[src/hdl/prom_bus_pkg.sv]
// Package with constants and carriers for the read-only memory board slave
package prom_bus_pkg;
   // ==========================================
   // Address field layout
   localparam int ADDR_W = 16;
   localparam int BYTE_LSB = 0;
   localparam int BYTE_W = 8;
   localparam int SOCK_LSB = 8;
   localparam int SOCK_W = 4;
   localparam int BLOCK_LSB = 12;
   localparam int BLOCK_W = 4;
   localparam int SOCKETS = 16;
   localparam int DATA_W = 8;
   localparam int BANK_SIZE = SOCKETS / 2;
   localparam int POS_W = SOCK_W - 1;
   localparam int BANK_BIT = SOCK_W - 1;
   // ==========================================
   // Read delay timing
   localparam int CLK_MHZ = 100;
   localparam int DELAY_BASE_NS = 1000;
   localparam int DELAY_STEP_NS = 500;
   localparam int NS_PER_US = 1000;
   localparam int DELAY_SEL_W = 2;
   localparam int CNT_W = 9;
   localparam int SYNC_W = BLOCK_W + DELAY_SEL_W;
   // ==========================================
   // Reset values
   localparam logic [SOCKETS-1:0] SOCK_OFF_N = 16'hFFFF;
   localparam logic [DATA_W-1:0] DATA_RST = 8'h00;
   localparam logic [BYTE_W-1:0] BYTE_RST = 8'h00;
   localparam logic [CNT_W-1:0] CNT_RST = 9'h000;
   localparam logic [SYNC_W-1:0] SYNC_RST = 6'h00;
   // ==========================================
   // Carriers
   typedef struct packed {
      logic [ADDR_W-1:0] addr;
      logic mem_read;
   } bus_req_t;
   typedef struct packed {
      logic [BLOCK_W-1:0] board_base;
      logic [DELAY_SEL_W-1:0] delay_sel;
   } strap_t;
   // Access phase
   typedef enum logic [1:0] {
      ST_IDLE = 2'b00,
      ST_WAIT = 2'b01,
      ST_DONE = 2'b10
   } phase_t;
endpackage : prom_bus_pkg

[src/hdl/prom_board_bus_slave.sv]
// Read-only memory board slave: decode, read delay and bus drivers
//
// Contract
// RULE_01 - Low eight address bits go unchanged to every memory socket.
// RULE_02 - Address bits 8 to 11 enable exactly one of sixteen sockets.
// RULE_03 - Address bits 12 to 15 compare against the four-bit board base.
// RULE_04 - Board enabled only on block match with memory-read status high.
// RULE_05 - Ready line held low from the delay stage until the delay ends.
// RULE_06 - Delay length is a static strap selection for fast or slow chips.
// RULE_07 - Delay stage cleared when the board enable goes inactive.
// RULE_08 - Socket data reaches the data-in bus only while board is enabled.
// RULE_09 - Each socket gives 256 bytes and answers at its own address.
// RULE_10 - Board base selects any of sixteen 4K blocks in 64K space.
// RULE_11 - Bus outputs stay released whenever the board is not enabled.
// RULE_12 - Delay choices are two to five machine cycles, 1000 to 2500 ns.
// RULE_13 - Bit 11 low picks low bank, high picks high bank; bits 10-8 position.
// RULE_14 - Memory writes are ignored: no drivers, no ready change.
`timescale 1ns/1ps
module prom_board_bus_slave
   import prom_bus_pkg::*;
#(
   parameter int CLOCK_MHZ = CLK_MHZ,
   parameter int BASE_DELAY_NS = DELAY_BASE_NS,
   parameter int STEP_DELAY_NS = DELAY_STEP_NS
)
(
   input wire logic clock,
   input wire logic rst_n,
   input wire bus_req_t bus_req,
   input wire strap_t straps,
   input wire logic [DATA_W-1:0] prom_data,
   output logic [BYTE_W-1:0] prom_byte_addr,
   output logic [SOCKETS-1:0] socket_enable_n,
   output logic [DATA_W-1:0] data_in_out,
   output logic data_in_oe,
   output logic ready_out,
   output logic ready_oe,
   output logic board_select_active
);

   // ==========================================
   // Helper functions

   // Wait cycles for a strap code, one machine cycle per step
   function automatic logic [CNT_W-1:0] delay_cycles(input logic [DELAY_SEL_W-1:0] sel);
      int ns;
      ns = BASE_DELAY_NS + STEP_DELAY_NS * int'(sel); // see RULE_12
      return CNT_W'(ns * CLOCK_MHZ / NS_PER_US);
   endfunction : delay_cycles

   // ==========================================
   // Strap synchronisers

   logic [SYNC_W-1:0] sync1_ff;
   logic [SYNC_W-1:0] sync2_ff;
   logic [SYNC_W-1:0] sync3_ff;
   logic [SYNC_W-1:0] strap_ff;
   logic [SYNC_W-1:0] nxt_strap;
   wire [SYNC_W-1:0] strap_raw = straps;

   // First stage catches the asynchronous jumper levels
   always_ff @(posedge clock) begin
      if (!rst_n) begin
         sync1_ff <= SYNC_RST;
      end else begin
         sync1_ff <= strap_raw;
      end
   end

   // Second stage, the only reader of the first
   always_ff @(posedge clock) begin
      if (!rst_n) begin
         sync2_ff <= SYNC_RST;
      end else begin
         sync2_ff <= sync1_ff;
      end
   end

   // Third stage, compared against the second
   always_ff @(posedge clock) begin
      if (!rst_n) begin
         sync3_ff <= SYNC_RST;
      end else begin
         sync3_ff <= sync2_ff;
      end
   end

   // Accepted strap value, moves only on agreement
   always_ff @(posedge clock) begin
      if (!rst_n) begin
         strap_ff <= SYNC_RST;
      end else begin
         strap_ff <= nxt_strap;
      end
   end

   // Accept a bit once stages two and three agree
   genvar gi;
   generate
      for (gi = 0; gi < SYNC_W; gi++) begin : g_agree
         assign nxt_strap[gi] = (sync2_ff[gi] == sync3_ff[gi]) ? sync3_ff[gi] : strap_ff[gi];
      end
   endgenerate

   strap_t strap_now;
   assign strap_now = strap_ff; // see RULE_06

   // ==========================================
   // Address decode

   wire [BLOCK_W-1:0] addr_block = bus_req.addr[BLOCK_LSB +: BLOCK_W];
   wire [SOCK_W-1:0] addr_sock = bus_req.addr[SOCK_LSB +: SOCK_W];
   wire [BYTE_W-1:0] addr_byte = bus_req.addr[BYTE_LSB +: BYTE_W];
   // Any of sixteen 4K blocks may be chosen
   wire block_hit = (addr_block == strap_now.board_base); // see RULE_03 see RULE_10
   // Writes never qualify the board
   wire enable_now = block_hit && bus_req.mem_read; // see RULE_04 see RULE_14

   // ==========================================
   // Socket decode, two banks of eight

   wire bank_high = addr_sock[BANK_BIT]; // see RULE_13
   wire [POS_W-1:0] bank_pos = addr_sock[POS_W-1:0];
   logic [BANK_SIZE-1:0] low_bank_hot;
   logic [BANK_SIZE-1:0] high_bank_hot;
   logic [SOCKETS-1:0] sock_hot;

   // One decoder per bank, each gated by the bank bit
   genvar gb;
   generate
      for (gb = 0; gb < BANK_SIZE; gb++) begin : g_bank
         assign low_bank_hot[gb] = !bank_high && (bank_pos == POS_W'(gb));
         assign high_bank_hot[gb] = bank_high && (bank_pos == POS_W'(gb));
      end
   endgenerate

   // Low bank fills sockets 0-7, high bank 8-15
   assign sock_hot = {high_bank_hot, low_bank_hot}; // see RULE_02 see RULE_09

   // ==========================================
   // Read delay stage

   phase_t phase_ff;
   phase_t nxt_phase;
   logic [CNT_W-1:0] cnt_ff;
   logic [CNT_W-1:0] nxt_cnt;
   logic enable_ff;
   logic [CNT_W-1:0] target_ff;
   wire [CNT_W-1:0] cnt_target = delay_cycles(strap_now.delay_sel);
   // Length taken while idle, held through the access
   wire [CNT_W-1:0] nxt_target = (phase_ff == ST_IDLE) ? cnt_target : target_ff;
   wire cnt_last = (cnt_ff >= target_ff - CNT_W'(1));
   // Enable dropping restarts the next access from zero
   wire enable_drop = enable_ff && !enable_now; // see RULE_07

   // Phase and counter next state
   always_comb begin
      nxt_phase = phase_ff;
      nxt_cnt = cnt_ff;
      case (phase_ff)
         ST_IDLE: begin
            nxt_cnt = CNT_RST;
            if (enable_now) begin
               nxt_phase = ST_WAIT;
            end
         end
         ST_WAIT: begin
            if (!enable_now) begin
               nxt_phase = ST_IDLE;
               nxt_cnt = CNT_RST; // see RULE_07
            end else if (cnt_last) begin
               nxt_phase = ST_DONE;
            end else begin
               nxt_cnt = cnt_ff + CNT_W'(1);
            end
         end
         ST_DONE: begin
            if (!enable_now) begin
               nxt_phase = ST_IDLE;
               nxt_cnt = CNT_RST;
            end
         end
         default: begin
            nxt_phase = ST_IDLE;
            nxt_cnt = CNT_RST;
         end
      endcase
   end

   // Access phase register
   always_ff @(posedge clock) begin
      if (!rst_n) begin
         phase_ff <= ST_IDLE;
      end else begin
         phase_ff <= nxt_phase;
      end
   end

   // Wait counter, cleared whenever the board drops
   always_ff @(posedge clock) begin
      if (!rst_n) begin
         cnt_ff <= CNT_RST;
      end else begin
         cnt_ff <= nxt_cnt; // see RULE_07
      end
   end

   // Delay length, so a strap move cannot cut a wait short
   always_ff @(posedge clock) begin
      if (!rst_n) begin
         target_ff <= CNT_RST;
      end else begin
         target_ff <= nxt_target; // see RULE_06
      end
   end

   // Previous enable, for the drop detector
   always_ff @(posedge clock) begin
      if (!rst_n) begin
         enable_ff <= 1'b0;
      end else begin
         enable_ff <= enable_now;
      end
   end

   // ==========================================
   // Output registers

   wire active_next = enable_now && !enable_drop;
   // Ready stays low until the wait completes
   wire ready_next = (nxt_phase == ST_DONE); // see RULE_05
   wire [DATA_W-1:0] data_next = active_next ? prom_data : DATA_RST; // see RULE_08
   logic [SOCKETS-1:0] sock_next_n;

   // Per-socket enable, low only for the decoded socket of an enabled read
   genvar gs;
   generate
      for (gs = 0; gs < SOCKETS; gs++) begin : g_sock
         assign sock_next_n[gs] = !(active_next && sock_hot[gs]); // see RULE_02
      end
   endgenerate

   // Byte address to every socket, never gated
   always_ff @(posedge clock) begin
      if (!rst_n) begin
         prom_byte_addr <= BYTE_RST;
      end else begin
         prom_byte_addr <= addr_byte; // see RULE_01
      end
   end

   // Socket enables, all high when the board is idle
   always_ff @(posedge clock) begin
      if (!rst_n) begin
         socket_enable_n <= SOCK_OFF_N;
      end else begin
         socket_enable_n <= sock_next_n;
      end
   end

   // Data-in bus value, cleared when not driving
   always_ff @(posedge clock) begin
      if (!rst_n) begin
         data_in_out <= DATA_RST;
      end else begin
         data_in_out <= data_next;
      end
   end

   // Data-in driver enable, released when not enabled
   always_ff @(posedge clock) begin
      if (!rst_n) begin
         data_in_oe <= 1'b0;
      end else begin
         data_in_oe <= active_next; // see RULE_08 see RULE_11
      end
   end

   // Ready level, low until the delay ends
   always_ff @(posedge clock) begin
      if (!rst_n) begin
         ready_out <= 1'b0;
      end else begin
         ready_out <= ready_next; // see RULE_05
      end
   end

   // Ready driver enable, only during an enabled read
   always_ff @(posedge clock) begin
      if (!rst_n) begin
         ready_oe <= 1'b0;
      end else begin
         ready_oe <= active_next; // see RULE_05 see RULE_11
      end
   end

   // Board enable as seen at the pins
   always_ff @(posedge clock) begin
      if (!rst_n) begin
         board_select_active <= 1'b0;
      end else begin
         board_select_active <= active_next; // see RULE_04
      end
   end

endmodule : prom_board_bus_slave

[config.mk]
export PLATFORM = sky130hd
export DESIGN_NAME = prom_board_bus_slave
export DESIGN_NICKNAME = d
export VERILOG_FILES = /design/src/hdl/prom_bus_pkg.sv /design/src/hdl/prom_board_bus_slave.sv
export SDC_FILE = /design/constraint.sdc
export NUM_CORES = 1
export LEC_CHECK = 0
export BUFFER_PORTS_ARGS = -buffer_cell sky130_fd_sc_hd__buf_2
export CAP_MARGIN = 20
export CORE_ASPECT_RATIO = 1.1
export CORE_MARGIN = 8
export CORE_UTILIZATION = 56
export CTS_BUF_LIST = sky130_fd_sc_hd__clkbuf_4 sky130_fd_sc_hd__clkbuf_8 sky130_fd_sc_hd__clkbuf_16
export CTS_CLUSTER_SIZE = 25
export DETAILED_ROUTE_END_ITERATION = 7
export HOLD_SLACK_MARGIN = 0.1
export PLACE_DENSITY_LB_ADDON = 0.12
export SKIP_CTS_REPAIR_TIMING = 1
export SYNTH_ARGS = -nofsm -noshare
export SYNTH_HDL_FRONTEND = slang
export SYNTH_SLANG_ARGS = --single-unit
[constraint.sdc]
create_clock -name clock -period 4.4 [get_ports clock]
set_input_delay 0.88 -clock clock [delete_from_list [all_inputs] [get_ports clock]]
set_output_delay 0.88 -clock clock [all_outputs]
set_load 0.02 [all_outputs]
# Yosys cells after proc, flatten, opt, wreduce, memory -nomap -nowiden
# Cells that the tools add are included.
[classes]
addsub = 3
mul = 2
div_mod_pow = 1
n_lt_le_gt_ge = 1
eq_ne = 19
mux = 9
n_reduce_logical = 58
[op_table]
columns = ["op", "count"]
rows = [
  ["1-bit logical AND", 35],
  ["32-bit by 11-bit divider with 32-bit output (second input constant)", 1],
  ["9-bit 2-to-1 mux", 3],
  ["1-bit logical NOT", 19],
  ["9-bit case mux with 2 select lines", 1],
  ["12-bit by 5-bit multiplier with 17-bit output (second input constant)", 1],
  ["10-bit by 11-bit adder with 12-bit output (first input constant)", 1],
  ["3-bit == test (second input constant)", 4],
  ["9-bit by 1-bit adder with 9-bit output (second input constant)", 1],
  ["9-bit greater-or-equal comparator", 1],
  ["7-bit by 2-bit multiplier with 9-bit output (first input constant)", 1],
  ["9-bit by 1-bit subtractor with 9-bit output (second input constant)", 1],
  ["2-bit 2-to-1 mux", 4],
  ["1-bit == test", 6],
  ["3-bit by 2-bit == test with 1-bit output (second input constant)", 2],
  ["2-bit case mux with 3 select lines", 1],
  ["2-bit == test (second input constant)", 2],
  ["4-bit == test", 1],
  ["2-bit AND reduction", 2],
  ["3-bit by 1-bit == test with 1-bit output (second input constant)", 1],
  ["3-bit logical NOT", 1],
  ["3-bit inequality test (second input constant)", 1],
  ["2-bit by 1-bit == test with 1-bit output (second input constant)", 1],
  ["2-bit logical NOT", 1],
  ["2-bit inequality test (second input constant)", 1],
]
[totals]
reg_bits = 79
output_inout_bits = 36
wordCells = 111

# Longest topological paths before layout
[logic_depth]
depth_word = 8
mapped_depth = 16

# Least setup slack after synthesis
# OpenSTA, ideal clock, no wires.
[synth_path]
kind = "reg-to-reg"
from = "register strap_ff[0]"
to = "register target_ff[0]"
setup_ns = 0.119
arrival_ns = 3.024
required_ns = 4.281
slack_ns = 1.257
stages_incl_launch_ff = 17
path_buffers = 2
cell_sequence = "dfxtp_1 > inv_1 > ha_1 > buf_2 > inv_1 > ha_1 > or4_1 > buf_6 > nor2_4 > a211oi_1 > a21oi_2 > o21ai_1 > a211o_1 > a311oi_1 > and3_1 > a22oi_1 > o221a_1"
[synth_via]
elab_chain_cells = 4
[synth_rtl]
columns = ["element", "line", "rtl"]
rows = [
  ["start: declaration", "prom_board_bus_slave.sv:57", "logic [SYNC_W-1:0] strap_ff;"],
  ["start signal: assignment", "prom_board_bus_slave.sv:93", "strap_ff <= nxt_strap;"],
  ["7-bit by 2-bit multiplier with 9-bit output", "prom_board_bus_slave.sv:47", "ns = BASE_DELAY_NS + STEP_DELAY_NS * int'(sel);"],
  ["10-bit by 11-bit adder with 12-bit output", "prom_board_bus_slave.sv:47", ""],
  ["12-bit by 5-bit multiplier with 17-bit output", "prom_board_bus_slave.sv:48", "return CNT_W'(ns * CLOCK_MHZ / NS_PER_US);"],
  ["32-bit by 11-bit divider with 32-bit output", "prom_board_bus_slave.sv:48", ""],
  ["end signal: assignment", "prom_board_bus_slave.sv:213", "target_ff <= nxt_target;"],
  ["end: declaration", "prom_board_bus_slave.sv:148", "logic [CNT_W-1:0] target_ff;"],
]
# No other way between the ends.
# A chain may end at the register's enable or synchronous reset.

# Worst setup path in the final report
# Same ends and word-level chain as after synthesis.

==> results.json <==
{
  "yosysMostFrequentCell": "dfxtp_1",
  "post-route-period-util_pct": 83.7,
  "hold_viol_final": 0,
  "setup_viol": 0,
  "placed_area_sq_um": 4280,
  "drc": 0,
  "drive_gt1_share_pct": 18.4,
  "yosysTopAreaCell": "dfxtp_1",
  "rsz0062_at_grt": "no",
  "grt_usage_pct": 16.8,
  "grt_max_degree": 51,
  "wl_microns": 8380,
  "syn_avg_cell_area_sq_um": 8.73,
  "nets": 575,
  "cts_tree": "done",
  "crit_chain": "inv_1 -> ha_1 -> inv_1 -> ha_1 -> or4_1 -> nor3_1 -> nor3_1 -> a21oi_1 -> nor2_1 -> a311oi_1 -> and3_1 -> a22oi_1 -> o221a_1",
  "syn_to_final_growth_pct": 14.7,
  "die_h_microns": 104,
  "yosysWarnings": 0,
  "hp-start": "sync1_ff[5]",
  "synth_area_leaders": "dfxtp_1, ha_1, nand2_1",
  "synth-seq-cells": 78,
  "yosysTopAreaCellShare_pct": 39.9,
  "ys_seq_area_share_pct": 39.9,
  "synth_top_cells_by_count": "dfxtp_1, nand2_1, ha_1",
  "crit_path_end_kind": "register",
  "start_kind": "register",
  "vias": 3287,
  "syn_nets": 512,
  "hp-class": "reg -> reg",
  "crit_path_top_delay_cell": "or4_1",
  "firstDrtPassIters": 4,
  "cts.sinks": 78,
  "required_ns": 4.64,
  "synth_edf_count": 0,
  "ctsHtreeMaxLevel": 3,
  "syn-cell-area_sq_um": 3910,
  "die_width_microns": 95.7,
  "drt-initial-drc-count": 146,
  "std_cell_rows": 32,
  "crit_path_max_fanout": 13,
  "clockBufferDepth": 2,
  "synth_cell_type_count": 57,
  "async_flop_share_pct": 0,
  "coreArea_sq_um": 6890,
  "finalWeightedCongestion": 0.906,
  "cts-buffers-inserted": 9,
  "io_pins": 69,
  "slowest_delay_ns": 0.67,
  "gr-total-overflow": 0,
  "crit_buf_inv": 2,
  "p_per_area_nw_per_um2": 299,
  "portBuffers": 68,
  "min_period_ns": 3.68,
  "dieArea_sq_um": 9910,
  "ys.flop_type": "dfxtp_1",
  "vdd_drop_max_mv": 0.291,
  "maxSlewHeadroom_pct": 54.4,
  "worstSetupPathType": "reg -> reg",
  "clk_latency_ns": 0.34,
  "ant_nets": 0,
  "worstMarginPinSlew_ns": 0.680,
  "cp.arrival_ns": 3.92,
  "max_freq_mhz": 272,
  "initial_core_util_pct": 56.8,
  "final_area_sq_um": 4480,
  "skew_ns": 0.00753,
  "critPathTopFamily": "simple AND/OR/NAND/NOR gates",
  "final_util_pct": 65.1,
  "fin_setup_tns_ns": 0,
  "cts-root-buf": "clkbuf_8",
  "status": "finished, final reports clean",
  "first_global_vias": 3022,
  "syn_inst": 448,
  "r2r_start": "strap_ff[0]",
  "crit_path_start": "strap_ff[0]",
  "wl_per_cell_microns": 13.9,
  "grt_antenna_before_repair": 0,
  "maxCapViolations": 0,
  "path_clk_slew_ns": 0.08,
  "hpwl_microns": 6310,
  "n_antenna_cell": 0,
  "viasPerCell": 5.47,
  "grt_pass1_wl_microns": 13700,
  "leakage_nw": 1.99,
  "report.final.slew_viol_count": 0
}
registers in the layout, summed over array words and instances (netlist names), 2 cells and up:
name	count
data_in_out	8
strap_ff	6
sync2_ff	6
cnt_ff	9
sync3_ff	6
socket_enable_n	16
target_ff	9
prom_byte_addr	8
phase_ff	2
sync1_ff	6
cell type report:
type,count,area (sq um)
multi-input cells,332,2180
repair buffers,71,363
well taps,85,106
flip-flops and latches,78,1560
fillers,606,2400
clock inverters,6,68.8
clock buffers,10,131
inverters,19,71.3
metrics by stage:
stage          total power, mW  instances  setup slack, ns  hold WS (ns)
2_1_floorplan            0.792        448             1.26         0.412
3_3_place_gp             0.819        585            0.901         0.414
3_5_place_dp             0.822        585            0.796         0.419
4_1_cts                   1.36        601            0.785         0.436
5_1_grt                   1.40        601            0.399         0.458
6_report                  1.34        601            0.718         0.433
path summary, 6_finish.rpt:
path	depth (start not counted)	endpoint	slack [ns]
worst min register to register	1	sync2_ff[5]	0.43
worst max-delay path	13	target_ff[0]	0.72
worst max register to register	13	target_ff[0]	0.72
worst min-delay path	1	sync2_ff[5]	0.43
cells by family after synthesis:
logic type / share of synthesized area (%)
mux: 1.31
buf+inv: 4.26
compound gates: 15.9
other cells: 0.0959
xor+xnor: 4.93
flops: 39.9
fa+ha+maj: 9.92
simple gates: 23.7
report_power, final:
group | total (mW) | switching (mW) | internal [mW]
clock network | 0.539 | 0.266 | 0.273
logic | 0.0776 | 0.0401 | 0.0375
registers | 0.727 | 0.00721 | 0.719
total | 1.34 | 0.313 | 1.03
placed cells by master (no fill, tap or decap), drive strengths merged, types with 2 or more instances in the layout:
cell and instances:
a211o 2, dfxtp 78, nand4b 2, buf 71, nor3b 2, nor4 6, o21ai 32, nor2 30
a31oi 8, and3 15, xor2 9, nand2b 6, mux2i 4, a2111oi 2, nand4 2, a21oi 14
or2 2, xnor2 13, and2 26, nand3 13, clkinv 2, or3 5, nand2 47, nor2b 6
nor3 13, clkbuf 10, a21boi 7, a211oi 3, o211ai 4, or4 2, a21o 3, ha 31
inv 21, o211a 7
layer usage:
layer | vias up | share of wire, % | track usage (%)
met5 | - | 0 | 0
met4 | 0 | 2.0 | 7.26
met3 | 17 | 6.8 | 4.33
met2 | 85 | 47 | 27.2
met1 | 1499 | 44 | 20.2
li1 | 1686 | - | -
Note: power is estimated with default switching activity, not from simulation.
